==> config.mk <==
export PLATFORM = sky130hd
export DESIGN_NAME = wpt_i2c_slave
export DESIGN_NICKNAME = d
export VERILOG_FILES = /design/src/hdl/wpt_pkg.sv /design/src/hdl/wpt_i2c_slave.sv /design/src/hdl/wpt_sync.sv /design/src/hdl/wpt_wiper_reg.sv
export SDC_FILE = /design/constraint.sdc
export NUM_CORES = 1
export LEC_CHECK = 0
export BUFFER_PORTS_ARGS = -buffer_cell sky130_fd_sc_hd__clkbuf_2
export CAP_MARGIN = 20
export CORE_MARGIN = 5
export CORE_UTILIZATION = 25
export DETAILED_ROUTE_END_ITERATION = 8
export GPL_ROUTABILITY_DRIVEN = 0
export PLACE_DENSITY = 0.51
export REMOVE_ABC_BUFFERS = 1
export SLEW_MARGIN = 20
export SYNTH_ARGS = -nofsm -noshare
export SYNTH_HDL_FRONTEND = slang
export SYNTH_SLANG_ARGS = --single-unit
==> constraint.sdc <==
create_clock -name sys_clk -period 2.5 [get_ports sys_clk]
set_input_delay 0.75 -clock sys_clk [delete_from_list [all_inputs] [get_ports sys_clk]]
set_output_delay 0.75 -clock sys_clk [all_outputs]
set_load 0.005 [all_outputs]
==> src/hdl/wpt_pkg.sv <==
// wiper pot serial slave: shared constants, pin carrier and state type.
// assumes one 125 MHz system clock; no software-visible registers.
package wpt_pkg;

   // ----------------------------------------------------------------
   // protocol constants
   // ----------------------------------------------------------------
   localparam logic [6:0] WPT_SLAVE_ADDR = 7'h2E;
   localparam logic [6:0] WPT_WIPER_DEFAULT = 7'h3F;
   localparam logic [7:0] WPT_CMD_WIPER = 8'h00;
   localparam logic [3:0] WPT_BITS_PER_BYTE = 4'h8;
   localparam logic [2:0] WPT_SYNC_RESET = 3'h3;

   // ----------------------------------------------------------------
   // types
   // ----------------------------------------------------------------
   typedef struct packed {
      logic scl;
      logic sda;
   } wpt_pins_t;

   typedef enum logic [3:0] {
      WPT_IDLE,
      WPT_ADDR,
      WPT_ADDR_ACK,
      WPT_CMD,
      WPT_CMD_ACK,
      WPT_DATA,
      WPT_DATA_ACK,
      WPT_TX,
      WPT_TX_ACK,
      WPT_IGNORE
   } wpt_state_t;

endpackage

==> src/hdl/wpt_i2c_slave.sv <==
// two-wire slave for a 7-bit volatile wiper, with supply-level gating.
// assumes pins arrive unfiltered from pads and the pad logic resolves
// open-drain levels from the *_oe outputs.
//
// Overview of operation
// - supply good loads wiper with mid-scale
// - supply below trip disables interface entirely
// - stop enters static mode, start leaves it
// - seven-bit slave only, never drives clock
// - oversampling covers 100 and 400 kb/s
// - lines only pulled low or released
// - sda falling while scl high is start
// - sda changes only while scl low
// - matching address acknowledged on ninth clock, a read only after a command byte and a repeated start
// - address mismatch answered with released sda
// - start while bus still active (no stop, collision or supply loss since) is repeated start
// - collision during transmit resets interface logic
// - sda rising while scl high is stop
// - any stop returns machine to idle
// - clock is never stretched
// - malformed or cut transfers leave wiper untouched
// - only the serial link writes wiper
// - non-zero command code blocks wiper writes
// - data msb ignored, low seven stored
// - writes commit only in acknowledge bit
// - undefined command and its data byte still acknowledged, data not stored
`timescale 1ns/1ps
module wpt_i2c_slave (
   input wire logic sys_clk,
   input wire logic resetn,
   input wire logic clk_en,
   input wire logic supply_ok,
   input wire logic scl_in,
   input wire logic sda_in,
   output logic scl_out,
   output logic scl_oe,
   output logic sda_out,
   output logic sda_oe,
   output logic [6:0] wiper_value,
   output logic bus_active,
   output logic bus_collision
);

   // ----------------------------------------------------------------
   // input synchronisation and edge events
   // ----------------------------------------------------------------
   logic [2:0] sync_q;
   logic pwr_ok;
   wpt_pkg::wpt_pins_t pins_s;
   wpt_pkg::wpt_pins_t pins_d_reg;
   logic scl_rise;
   logic scl_fall;
   logic start_evt;
   logic stop_evt;

   wpt_sync #(
      .W(3),
      .RST_VAL(wpt_pkg::WPT_SYNC_RESET)
   ) u_sync (
      .sys_clk(sys_clk),
      .resetn(resetn),
      .clk_en(clk_en),
      .d({supply_ok, scl_in, sda_in}),
      .q(sync_q)
   );

   assign pwr_ok = sync_q[2];
   assign pins_s = wpt_pkg::wpt_pins_t'(sync_q[1:0]);

   // idle bus reads high, so no false edge at reset release
   always_ff @(posedge sys_clk or negedge resetn) begin
      if (!resetn) begin
         pins_d_reg <= wpt_pkg::wpt_pins_t'(2'h3);
      end else if (clk_en) begin
         pins_d_reg <= pins_s;
      end
   end

   assign scl_rise = pins_s.scl && !pins_d_reg.scl;
   assign scl_fall = !pins_s.scl && pins_d_reg.scl;
   assign start_evt = pins_s.scl && pins_d_reg.scl && pins_d_reg.sda && !pins_s.sda;
   assign stop_evt = pins_s.scl && pins_d_reg.scl && !pins_d_reg.sda && pins_s.sda;

   // ----------------------------------------------------------------
   // protocol state
   // ----------------------------------------------------------------
   wpt_pkg::wpt_state_t state_reg;
   logic [3:0] bit_cnt_reg;
   logic [7:0] shift_reg;
   logic [7:0] tx_reg;
   logic sda_oe_reg;
   logic active_reg;
   logic repeat_reg;
   logic cmd_seen_reg;
   logic cmd_ok_reg;
   logic read_reg;
   logic master_nak_reg;
   logic collision_reg;
   logic wr_en_reg;
   logic [6:0] wr_data_reg;
   logic [6:0] wiper_q;
   logic byte_done;
   logic addr_hit;

   assign byte_done = bit_cnt_reg == wpt_pkg::WPT_BITS_PER_BYTE;
   // general call and foreign addresses both miss
   assign addr_hit = shift_reg[7:1] == wpt_pkg::WPT_SLAVE_ADDR;

   // start and stop are checked before any clock edge, so a cut
   // transfer never reaches its acknowledge slot and never writes
   always_ff @(posedge sys_clk or negedge resetn) begin
      if (!resetn) begin
         state_reg <= wpt_pkg::WPT_IDLE;
         bit_cnt_reg <= 4'h0;
         shift_reg <= 8'h00;
         tx_reg <= 8'h00;
         sda_oe_reg <= 1'h0;
         active_reg <= 1'h0;
         repeat_reg <= 1'h0;
         cmd_seen_reg <= 1'h0;
         cmd_ok_reg <= 1'h0;
         read_reg <= 1'h0;
         master_nak_reg <= 1'h0;
         collision_reg <= 1'h0;
      end else if (clk_en) begin
         collision_reg <= 1'h0;
         if (!pwr_ok) begin
            state_reg <= wpt_pkg::WPT_IDLE;
            sda_oe_reg <= 1'h0;
            active_reg <= 1'h0;
            cmd_seen_reg <= 1'h0;
         end else if (stop_evt) begin
            state_reg <= wpt_pkg::WPT_IDLE;
            sda_oe_reg <= 1'h0;
            active_reg <= 1'h0;
            cmd_seen_reg <= 1'h0;
         end else if (start_evt) begin
            state_reg <= wpt_pkg::WPT_ADDR;
            bit_cnt_reg <= 4'h0;
            sda_oe_reg <= 1'h0;
            active_reg <= 1'h1;
            repeat_reg <= active_reg;
            if (!active_reg) begin
               cmd_seen_reg <= 1'h0;
            end
         end else if (scl_rise) begin
            unique case (state_reg)
               wpt_pkg::WPT_ADDR, wpt_pkg::WPT_CMD, wpt_pkg::WPT_DATA: begin
                  shift_reg <= {shift_reg[6:0], pins_s.sda};
                  bit_cnt_reg <= bit_cnt_reg + 4'h1;
               end
               wpt_pkg::WPT_TX: begin
                  // released for a one yet the line reads low
                  if (!sda_oe_reg && !pins_s.sda) begin
                     state_reg <= wpt_pkg::WPT_IDLE;
                     collision_reg <= 1'h1;
                     active_reg <= 1'h0;
                     cmd_seen_reg <= 1'h0;
                  end else begin
                     bit_cnt_reg <= bit_cnt_reg + 4'h1;
                  end
               end
               wpt_pkg::WPT_TX_ACK: begin
                  master_nak_reg <= pins_s.sda;
               end
               wpt_pkg::WPT_IDLE, wpt_pkg::WPT_ADDR_ACK, wpt_pkg::WPT_CMD_ACK,
               wpt_pkg::WPT_DATA_ACK, wpt_pkg::WPT_IGNORE: begin
               end
            endcase
         end else if (scl_fall) begin
            // every sda pull-low begins here, with scl low
            unique case (state_reg)
               wpt_pkg::WPT_ADDR: begin
                  if (byte_done) begin
                     bit_cnt_reg <= 4'h0;
                     if (!addr_hit) begin
                        state_reg <= wpt_pkg::WPT_IGNORE;
                     end else if (!shift_reg[0]) begin
                        state_reg <= wpt_pkg::WPT_ADDR_ACK;
                        sda_oe_reg <= 1'h1;
                        read_reg <= 1'h0;
                     end else if (cmd_seen_reg && repeat_reg) begin
                        state_reg <= wpt_pkg::WPT_ADDR_ACK;
                        sda_oe_reg <= 1'h1;
                        read_reg <= 1'h1;
                        tx_reg <= {1'h0, wiper_q};
                     end else begin
                        state_reg <= wpt_pkg::WPT_IGNORE;
                     end
                  end
               end
               wpt_pkg::WPT_ADDR_ACK: begin
                  if (read_reg) begin
                     state_reg <= wpt_pkg::WPT_TX;
                     sda_oe_reg <= !tx_reg[7];
                     tx_reg <= {tx_reg[6:0], 1'h0};
                  end else begin
                     state_reg <= wpt_pkg::WPT_CMD;
                     sda_oe_reg <= 1'h0;
                  end
               end
               wpt_pkg::WPT_CMD: begin
                  if (byte_done) begin
                     bit_cnt_reg <= 4'h0;
                     cmd_ok_reg <= shift_reg == wpt_pkg::WPT_CMD_WIPER;
                     cmd_seen_reg <= 1'h1;
                     sda_oe_reg <= 1'h1;
                     state_reg <= wpt_pkg::WPT_CMD_ACK;
                  end
               end
               wpt_pkg::WPT_CMD_ACK, wpt_pkg::WPT_DATA_ACK: begin
                  sda_oe_reg <= 1'h0;
                  state_reg <= wpt_pkg::WPT_DATA;
               end
               wpt_pkg::WPT_DATA: begin
                  if (byte_done) begin
                     bit_cnt_reg <= 4'h0;
                     sda_oe_reg <= 1'h1;
                     state_reg <= wpt_pkg::WPT_DATA_ACK;
                  end
               end
               wpt_pkg::WPT_TX: begin
                  if (byte_done) begin
                     bit_cnt_reg <= 4'h0;
                     sda_oe_reg <= 1'h0;
                     state_reg <= wpt_pkg::WPT_TX_ACK;
                  end else begin
                     sda_oe_reg <= !tx_reg[7];
                     tx_reg <= {tx_reg[6:0], 1'h0};
                  end
               end
               wpt_pkg::WPT_TX_ACK: begin
                  if (master_nak_reg) begin
                     state_reg <= wpt_pkg::WPT_IGNORE;
                  end else begin
                     // msb of the wiper byte is always zero
                     state_reg <= wpt_pkg::WPT_TX;
                     sda_oe_reg <= 1'h1;
                     tx_reg <= {wiper_q, 1'h0};
                  end
               end
               wpt_pkg::WPT_IDLE, wpt_pkg::WPT_IGNORE: begin
               end
            endcase
         end
      end
   end

   // ----------------------------------------------------------------
   // wiper write path
   // ----------------------------------------------------------------
   // commit on the rising clock of the acknowledge bit only
   always_ff @(posedge sys_clk or negedge resetn) begin
      if (!resetn) begin
         wr_en_reg <= 1'h0;
         wr_data_reg <= 7'h00;
      end else if (clk_en) begin
         wr_en_reg <= 1'h0;
         if (pwr_ok && !stop_evt && !start_evt && scl_rise && state_reg == wpt_pkg::WPT_DATA_ACK
             && cmd_ok_reg) begin
            wr_en_reg <= 1'h1;
            wr_data_reg <= shift_reg[6:0];
         end
      end
   end

   wpt_wiper_reg u_wiper (
      .sys_clk(sys_clk),
      .resetn(resetn),
      .clk_en(clk_en),
      .pwr_ok(pwr_ok),
      .wr_en(wr_en_reg),
      .wr_data(wr_data_reg),
      .wiper(wiper_q)
   );

   // ----------------------------------------------------------------
   // pin and status outputs
   // ----------------------------------------------------------------
   // the clock pin is kept as a registered, never-enabled driver
   always_ff @(posedge sys_clk or negedge resetn) begin
      if (!resetn) begin
         scl_out <= 1'h0;
         scl_oe <= 1'h0;
         sda_out <= 1'h0;
      end else if (clk_en) begin
         scl_out <= 1'h0;
         scl_oe <= 1'h0;
         sda_out <= 1'h0;
      end
   end

   assign sda_oe = sda_oe_reg;
   assign wiper_value = wiper_q;
   assign bus_active = active_reg;
   assign bus_collision = collision_reg;
endmodule

==> src/hdl/wpt_sync.sv <==
// two-stage synchroniser for a group of asynchronous inputs.
// assumes inputs may change at any time relative to sys_clk.
`timescale 1ns/1ps
module wpt_sync #(
   parameter int W = 3,
   parameter logic [W-1:0] RST_VAL = '0
) (
   input wire logic sys_clk,
   input wire logic resetn,
   input wire logic clk_en,
   input wire logic [W-1:0] d,
   output logic [W-1:0] q
);

   // ----------------------------------------------------------------
   // metastability stages
   // ----------------------------------------------------------------
   logic [W-1:0] meta_reg;

   // the first stage feeds only the second stage
   always_ff @(posedge sys_clk or negedge resetn) begin
      if (!resetn) begin
         meta_reg <= RST_VAL;
         q <= RST_VAL;
      end else if (clk_en) begin
         meta_reg <= d;
         q <= meta_reg;
      end
   end

endmodule

==> src/hdl/wpt_wiper_reg.sv <==
// volatile 7-bit wiper register with supply-good default load.
// assumes pwr_ok is already synchronised and writes arrive as pulses.
`timescale 1ns/1ps
module wpt_wiper_reg (
   input wire logic sys_clk,
   input wire logic resetn,
   input wire logic clk_en,
   input wire logic pwr_ok,
   input wire logic wr_en,
   input wire logic [6:0] wr_data,
   output logic [6:0] wiper
);

   // ----------------------------------------------------------------
   // storage
   // ----------------------------------------------------------------
   logic pwr_ok_d_reg;

   always_ff @(posedge sys_clk or negedge resetn) begin
      if (!resetn) begin
         pwr_ok_d_reg <= 1'h0;
      end else if (clk_en) begin
         pwr_ok_d_reg <= pwr_ok;
      end
   end

   // supply recovery wins over any write in the same cycle
   always_ff @(posedge sys_clk or negedge resetn) begin
      if (!resetn) begin
         wiper <= wpt_pkg::WPT_WIPER_DEFAULT;
      end else if (clk_en) begin
         if (pwr_ok && !pwr_ok_d_reg) begin
            wiper <= wpt_pkg::WPT_WIPER_DEFAULT;
         end else if (wr_en && pwr_ok) begin
            wiper <= wr_data;
         end
      end
   end
endmodule

==> impl_metrics.py, run 1 <==
metrics = {
    "hold_path": {
        "worstHoldStart": "tx_reg[6]$_DFFE_PN0P_",
        "hold_path.class": "reg -> reg",
    },
    "sta": {
        "maxSlewHeadroom": 0.524,
        "min_period_ns": 2.20,
        "skew_ns": 0.00702,
        "final_max_slew_viol_count": 0,
        "tightest_slew_ns": 0.714,
        "fin_tns_setup_ns": 0,
        "final_hold_viol_count": 0,
        "timing.final.ws_setup_ns": 0.300,
        "grt_setup_unrepaired": "false",
        "setup_viol": 0,
        "period_share": 0.880,
        "max_freq_mhz": 454,
        "whs_ns": 0.495,
    },
    "routing": {
        "initialDrtViolationCount": 125,
        "vias": 2272,
        "wl_um": 6970,
        "wl_per_cell_um": 15.2,
        "firstDrtPassIters": 4,
        "drc": 0,
        "viasPerCell": 4.96,
        "route.antenna.remaining_nets": 0,
    },
    "power": {
        "p_leak_nw": 1.52,
        "p_per_area_mw_per_mm2": 864,
        "ir_drop_mv": 0.270,
    },
    "setup_path": {
        "crit_type": "reg -> reg",
        "required_ns": 2.69,
        "critical_path.slowest_cell": "dfstp_2",
        "cp_slowest_stage_delay_ns": 0.55,
        "arrival_ns": 2.39,
        "critPathBufInv": 3,
        "crit_fanout": 8,
        "cp_cell_sequence": "inv_1 -> ha_1 -> a211oi_1 -> buf_4 -> o211ai_1 -> a211oi_4 -> buf_12 -> mux2_2",
        "cp_top_family": "compound AO/OA/AOI/OAI gates",
        "critPathLaunch": "pins_d_reg[1]$_DFFE_PN1P_",
        "endpoint_kind": "register",
        "start_kind": "register",
        "timing.rr.start": "pins_d_reg[1]$_DFFE_PN1P_",
    },
    "clock_tree": {
        "post_cts_buffers": 0,
        "hold_buffers": 0,
        "cts_buffer_depth": 2,
        "cts_tree": "done",
        "clkTransAtPathRegs_ns": 0.08,
        "htreeDepth": 2,
        "cts-root-buf": "clkbuf_16",
        "cts.sinks": 56,
        "clock_latency_ns": 0.30,
        "cts_resized": 0,
        "cts_buffers": 5,
    },
    "floorplanning": {
        "die-area_mm2": 0.0146,
        "core_area_mm2": 0.0120,
        "pin_count": 19,
        "start_util": 0.255,
        "die_y_um": 121,
        "rows": 40,
        "fp.dieW_um": 121,
    },
    "global_routing": {
        "grt_overflow": 0,
        "grt_antenna_before_repair": 0,
        "grt.total_usage": 0.101,
        "grt_max_degree": 57,
        "grt_pass1_vias": 2254,
        "grt_pass1_wl_um": 12000,
    },
    "run": {
        "drv_cap": 0,
    },
    "yosys": {
        "synth-adder-area-share": 0.0278,
        "yosys.area_share.simple": 0.136,
        "synth_edf_count": 0,
        "netlist.area_leader.share": 0.359,
        "synth_seq_area_share": 0.462,
        "ys_warn_count": 0,
        "synth_ff_type": "dfrtp_1",
        "synth-xor-area-share": 0.00571,
        "mappedNetlistArea_mm2": 0.00307,
        "synth_top_family_by_area": "compound AO/OA/AOI/OAI gates",
        "synth.avg_cell_area_um2": 11.1,
        "synth_compound_area_frac": 0.187,
        "synth-async-reset-ratio": 1.00,
        "synth.largest_area_cell": "dfrtp_1",
        "synthMuxAreaShare": 0.131,
        "ys_ff_latch": 56,
        "netlist_instances": 277,
        "yosys.cell_types.count": 62,
        "synth_area_leaders": "dfrtp_1, dfstp_2, mux2_2",
    },
    "cells_and_area": {
        "final_common_cell": "dfrtp_1",
        "drive_above_1_share": 0.315,
        "antenna_cells": 0,
        "fill_cells": 1241,
        "area_growth_pct": 17.1,
        "layout_common_cells": "dfrtp_1, mux2_2, buf_4",
        "layout.nets": 322,
    },
    "placement": {
        "hpwl_um": 5230,
        "portBuffers": 15,
        "preCtsSetupSlack_ns": 0.105,
    },
    "outcome": {
        "outcome": "finished clean",
    },
}
==> where the power goes <==
group / switching, mW / internal, mW
Clock: 0.350 / 0.387
Combinational: 0.594 / 0.532
Sequential: 0.186 / 1.05
==> cells by family (layout without fill, tap and decap cells) <==
group	after synthesis	after routing
simple gates	68	68
fa+ha+maj	7	7
mux	36	36
buf+inv	33	65
compound gates	74	74
other cells	1	3
flops	56	56
xor+xnor	2	2
==> Yosys cell counts (all sizes together), types with 3 or more instances <==
master   n
a211oi   4
a21boi   3
a21oi    7
a221o    4
and2     5
buf     11
clkbuf   3
dfrtp   44
dfstp   12
ha       6
inv     19
mux2    30
mux2i    6
nand2   21
nand2b   3
nand3    5
nand4    4
nor2     6
nor3     5
nor4b    3
o211ai   4
o21ai   18
o22a     6
o22ai    4
o31ai    4
or3      3
==> worst paths after layout <==
kind | end | slack (ns) | cells after the start
setup / recovery | tx_reg[5]$_DFFE_PN0P_ | 0.30 | 8
hold / removal | tx_reg[6]$_DFFE_PN0P_ | 0.49 | 1
setup reg to reg | tx_reg[5]$_DFFE_PN0P_ | 0.30 | 8
hold reg to reg | tx_reg[6]$_DFFE_PN0P_ | 0.49 | 1
max in group asynchronous | wr_data_reg[0]$_DFFE_PN0P_ | 1.45 | 2
min in group asynchronous | u_sync.q[2]$_DFFE_PN0P_ | 0.59 | 2
==> layout make-up <==
class	count	area (um^2)	area share
flip-flops and latches	56	1420	0.395
inverters	19	71.3	0.0199
clock buffers	5	125	0.0349
well taps	147	184	0.0513
repair buffers	38	260	0.0725
clock inverters	3	28.8	0.00802
multi-input cells	190	1500	0.419
==> layer usage <==
metal / GRT usage / routed length, um / vias up
met5: 0 / 0 / -
met4: 0.0418 / 142 / 0
met3: 0.0131 / 134 / 10
met2: 0.168 / 3440 / 37
met1: 0.132 / 3250 / 1135
li1: - / - / 1090
==> metrics by stage <==
stage	power (mW)	util	cells	cell area, um^2
floorplan	2.01	-	265	2990
CTS	3.14	0.299	458	3590
global route	3.31	0.299	458	3590
detailed placement	2.38	0.286	450	3430
finish	3.10	0.299	458	3590
global placement	2.37	0.286	450	3430
No activity file was read; power rests on OpenSTA's default activity.
==> run 2, diff against run 1 <==
- BUFFER_PORTS_ARGS: -buffer_cell sky130_fd_sc_hd__clkbuf_2 -> not set
- DONT_BUFFER_PORTS: not set -> 1
- PLACE_DENSITY: 0.51 -> 0.49
==> run 2 against run 1 <==
Effect of this change:
- clock skew is 0.0034 ns higher
- sequential power hardly changed
- sequential share of layout area is 1.4 points higher
- cell area fell by 3.3%
- largest cell class unchanged
- clock power decreased by 2%
- critical path depth decreased by 2
- register-to-register slack got worse by 0.19 ns
- critical path type unchanged
==> impl_metrics.py, run 2 (same netlist as run 1, synthesis figures left out) <==
metrics = {
    "power": {
        "ir_drop_mv": 0.299,
        "p_per_area_mw_per_mm2": 884,
        "p_leak_nw": 1.43,
    },
    "routing": {
        "wl_met2_um": 3330,
        "viasPerCell": 5.04,
        "vias": 2213,
        "firstDrtPassIters": 4,
        "wl_met1_um": 3340,
        "met3_length_um": 291,
        "wl_per_cell_um": 16.1,
        "highest_layer": "met4",
        "initialDrtViolationCount": 89,
        "drc": 0,
        "route.antenna.remaining_nets": 0,
        "wl_um": 7060,
    },
    "sta": {
        "max_freq_mhz": 418,
        "final_max_slew_viol_count": 0,
        "maxSlewHeadroom": 0.632,
        "fin_tns_setup_ns": 0,
        "final_hold_viol_count": 0,
        "setup_viol": 0,
        "timing.final.ws_setup_ns": 0.106,
        "min_period_ns": 2.39,
        "period_share": 0.958,
        "skew_ns": 0.0104,
        "grt_setup_unrepaired": "false",
        "tightest_slew_ns": 0.551,
    },
    "outcome": {
        "outcome": "finished clean",
    },
    "global_routing": {
        "grt_antenna_before_repair": 0,
        "grt.total_usage": 0.101,
        "grt_max_degree": 57,
        "grt_pass1_wl_um": 11900,
        "grt_overflow": 0,
        "grt_pass1_vias": 2178,
    },
    "setup_path": {
        "required_ns": 2.69,
        "crit_type": "reg -> reg",
        "crit_fanout": 8,
        "arrival_ns": 2.58,
        "endpoint_kind": "register",
        "start_kind": "register",
        "rrSetupSlack_ns": 0.11,
    },
    "cells_and_area": {
        "layout.nets": 303,
        "design_area_mm2": 0.00347,
        "fill_cells": 1216,
        "area_growth_pct": 13.1,
        "final_common_cell": "dfrtp_1",
        "antenna_cells": 0,
        "layout_common_cells": "dfrtp_1, mux2_2, nand2_1",
        "drive_above_1_share": 0.271,
    },
    "placement": {
        "portBuffers": 0,
        "hpwl_um": 5220,
        "place_area_mm2": 0.00332,
        "preCtsSetupSlack_ns": 0.0649,
    },
    "hold_path": {
        "hold_path.class": "in -> async",
    },
    "floorplanning": {
        "core_area_mm2": 0.0120,
        "start_util": 0.255,
        "rows": 40,
        "die-area_mm2": 0.0146,
        "fp.dieW_um": 121,
        "pin_count": 19,
        "die_y_um": 121,
    },
    "clock_tree": {
        "hold_buffers": 0,
        "cts_resized": 0,
        "cts_buffer_depth": 2,
        "cts_buffers": 5,
        "post_cts_buffers": 0,
        "cts.sinks": 56,
        "htreeDepth": 2,
        "clkTransAtPathRegs_ns": 0.08,
        "cts-root-buf": "clkbuf_16",
        "clock_latency_ns": 0.30,
        "cts_tree": "done",
    },
    "run": {
        "drv_cap": 0,
    },
}
run 2: cell count changes in the layout (fill, tap and decap cells not counted), sizes merged:
cell | before | now
clkbuf | 20 | 5
buf | 23 | 19
clkinvlp | 0 | 2
inv | 22 | 20
run 2: worst paths after layout:
kind                                                 from                        endpoint  cells past startpoint
setup / recovery                pins_d_reg[1]$_DFFE_PN1P_           tx_reg[5]$_DFFE_PN0P_                      6
hold / removal                                     resetn           tx_reg[3]$_DFFE_PN0P_                      0
setup reg to reg                pins_d_reg[1]$_DFFE_PN1P_           tx_reg[5]$_DFFE_PN0P_                      6
hold reg to reg            u_sync.meta_reg[1]$_DFFE_PN1P_         u_sync.q[1]$_DFFE_PN1P_                      2
max in group asynchronous                          resetn  u_sync.meta_reg[1]$_DFFE_PN1P_                      0
min in group sys_clk       u_sync.meta_reg[1]$_DFFE_PN1P_         u_sync.q[1]$_DFFE_PN1P_                      2
run 2: where the power goes:
group | internal [mW] | switching (mW) | total, mW | leakage (nW)
clock network | 0.379 | 0.344 | 0.723 | 0.0680
registers | 1.05 | 0.209 | 1.26 | 0.716
logic | 0.525 | 0.560 | 1.09 | 0.647
total | 1.95 | 1.11 | 3.07 | 1.43
run 2: critical path: stages (launching register included):
cell and delay [ns]:
dfstp_2 0.55, inv_1 0.07, ha_1 0.20, a211oi_1 0.31
o211ai_1 0.25, a211oi_4 0.51, mux2_2 0.40
run 2: per-stage QoR:
step / power [mW] / cells / utilization / hold slack (ns)
global placement: 2.34 / 431 / 0.276 / 0.458
global route: 3.26 / 439 / 0.289 / 0.121
CTS: 3.09 / 439 / 0.289 / 0.125
detailed placement: 2.35 / 431 / 0.276 / 0.457
floorplan: 2.01 / 265 / - / 0.443
finish: 3.07 / 439 / 0.289 / 0.137
run 2: layout make-up:
class	instances	area (um^2)	share of cell area
clock buffer	5	125	0.0361
clock inverter	3	26.3	0.00758
inverter	19	71.3	0.0206
multi-input combinational	190	1500	0.433
sequential	56	1420	0.408
tap	147	184	0.0530
timing repair buffer	19	143	0.0411
run 2: routing by layer:
layer / up-vias / GRT usage
li1: 1050 / -
met4: 0 / 0.0340
met3: 8 / 0.0220
met5: - / 0
met2: 37 / 0.165
met1: 1118 / 0.133
==> run 3, diff against run 2 <==
- CORE_ASPECT_RATIO: not set -> 0.8
==> run 3 against run 2 <==
Effect of this change:
- critical path depth up 1
- worst hold slack better by 0.0027 ns
- clock-buffer cell count unchanged
- core utilization down 0.054 points
- critical path type unchanged
- largest power group unchanged
==> impl_metrics.py, run 3 (same netlist as run 1, synthesis figures left out) <==
metrics = {
    "setup_path": {
        "required_ns": 2.68,
        "critPathBufInv": 2,
        "cp_cell_sequence": "inv_1 -> ha_1 -> a211oi_1 -> o211ai_1 -> a211oi_4 -> buf_4 -> mux2_2",
        "cp_top_family": "compound AO/OA/AOI/OAI gates",
        "cp_slowest_stage_delay_ns": 0.55,
        "crit_fanout": 7,
        "start_kind": "register",
        "crit_type": "reg -> reg",
        "arrival_ns": 2.46,
        "endpoint_kind": "register",
        "critical_path.slowest_cell": "dfstp_2",
    },
    "placement": {
        "portBuffers": 0,
        "preCtsSetupSlack_ns": 0.164,
        "hpwl_um": 5170,
    },
    "power": {
        "fin_total_pwr_mw": 3.10,
        "p_per_area_mw_per_mm2": 887,
        "p_leak_nw": 1.45,
        "ir_drop_mv": 0.288,
    },
    "sta": {
        "fin_tns_setup_ns": 0,
        "grt_setup_unrepaired": "false",
        "max_freq_mhz": 438,
        "min_period_ns": 2.28,
        "period_share": 0.913,
        "maxSlewHeadroom": 0.655,
        "tightest_slew_ns": 0.517,
        "final_hold_viol_count": 0,
        "whs_ns": 0.140,
        "setup_viol": 0,
        "timing.final.ws_setup_ns": 0.218,
        "final_max_slew_viol_count": 0,
        "skew_ns": 0.00892,
    },
    "global_routing": {
        "grt_antenna_before_repair": 0,
        "grt.total_usage": 0.0996,
        "grt_pass1_vias": 2221,
        "grt_pass1_wl_um": 11900,
        "grt_max_degree": 57,
        "grt_overflow": 0,
    },
    "clock_tree": {
        "cts_buffers": 5,
        "clkTransAtPathRegs_ns": 0.08,
        "htreeDepth": 2,
        "cts_resized": 0,
        "cts.sinks": 56,
        "hold_buffers": 0,
        "cts-root-buf": "clkbuf_16",
        "clock_latency_ns": 0.29,
        "post_cts_buffers": 0,
        "cts_tree": "done",
        "cts_buffer_depth": 2,
    },
    "cells_and_area": {
        "fin_util": 0.288,
        "layout_common_cells": "dfrtp_1, mux2_2, nand2_1, buf_4, inv_1",
        "drive_above_1_share": 0.276,
        "area_growth_pct": 13.9,
        "fill_cells": 1233,
        "antenna_cells": 0,
        "final_common_cell": "dfrtp_1",
        "layout.nets": 305,
    },
    "floorplanning": {
        "pin_count": 19,
        "core_area_mm2": 0.0121,
        "start_util": 0.253,
        "rows": 36,
        "die_y_um": 109,
        "die-area_mm2": 0.0146,
        "fp.dieW_um": 134,
    },
    "routing": {
        "route.antenna.remaining_nets": 0,
        "initialDrtViolationCount": 125,
        "wl_per_cell_um": 15.9,
        "wl_um": 7070,
        "viasPerCell": 4.99,
        "vias": 2227,
        "drc": 0,
        "firstDrtPassIters": 4,
    },
    "run": {
        "drv_cap": 0,
    },
    "outcome": {
        "outcome": "finished clean",
    },
    "hold_path": {
        "hold_path.class": "in -> async",
    },
}
run 3: cell types whose count changed in the layout (fill, tap and decap cells not counted):
| cell | change |
|---|---|
| buf_4 | +2 |
| clkinvlp_4 | -2 |
| inv_6 | +2 |
run 3: cell type report:
cell class	instances	area (um^2)	area share
clock buffers	5	125	0.0358
clock inverters	3	28.8	0.00824
inverters	19	71.3	0.0204
multi-input cells	190	1500	0.430
flip-flops and latches	56	1420	0.406
well taps	152	190	0.0545
repair buffers	21	158	0.0451
run 3: worst reg2reg max path: stages (launching register included):
cell,delay [ns]
dfstp_2,0.55
inv_1,0.07
ha_1,0.20
a211oi_1,0.32
o211ai_1,0.24
a211oi_4,0.26
buf_4,0.20
mux2_2,0.34
run 3: stage by stage:
| stage | instances | cell area, um^2 |
|---|---|---|
| 2_1_floorplan | 265 | 2990 |
| 3_3_place_gp | 438 | 3340 |
| 3_5_place_dp | 438 | 3340 |
| 4_1_cts | 446 | 3490 |
| 5_1_grt | 446 | 3490 |
| 6_report | 446 | 3490 |
run 3: power by group:
part	internal [mW]	switching (mW)	total, mW
sequential	1.05	0.210	1.26
clock	0.387	0.355	0.742
combinational	0.533	0.561	1.09
run 3: worst paths after layout:
check,from,end,slack [ns],cells past startpoint
max,pins_d_reg[1]$_DFFE_PN1P_,tx_reg[5]$_DFFE_PN0P_,0.22,7
min,resetn,repeat_reg$_DFFE_PN0P_,0.14,0
max reg2reg,pins_d_reg[1]$_DFFE_PN1P_,tx_reg[5]$_DFFE_PN0P_,0.22,7
min reg2reg,u_sync.meta_reg[1]$_DFFE_PN1P_,u_sync.q[1]$_DFFE_PN1P_,0.49,2
max in group asynchronous,resetn,u_wiper.wiper[5]$_DFFE_PN1P_,2.17,0
min in group sys_clk,u_sync.meta_reg[1]$_DFFE_PN1P_,u_sync.q[1]$_DFFE_PN1P_,0.49,2
run 3: layer usage:
metal  vias up  track usage  share of wire
met5         -            0              0
met4         0       0.0257          0.012
met3        10       0.0157          0.042
met2        47        0.159           0.46
met1      1123        0.141           0.49
li1       1047            -              -
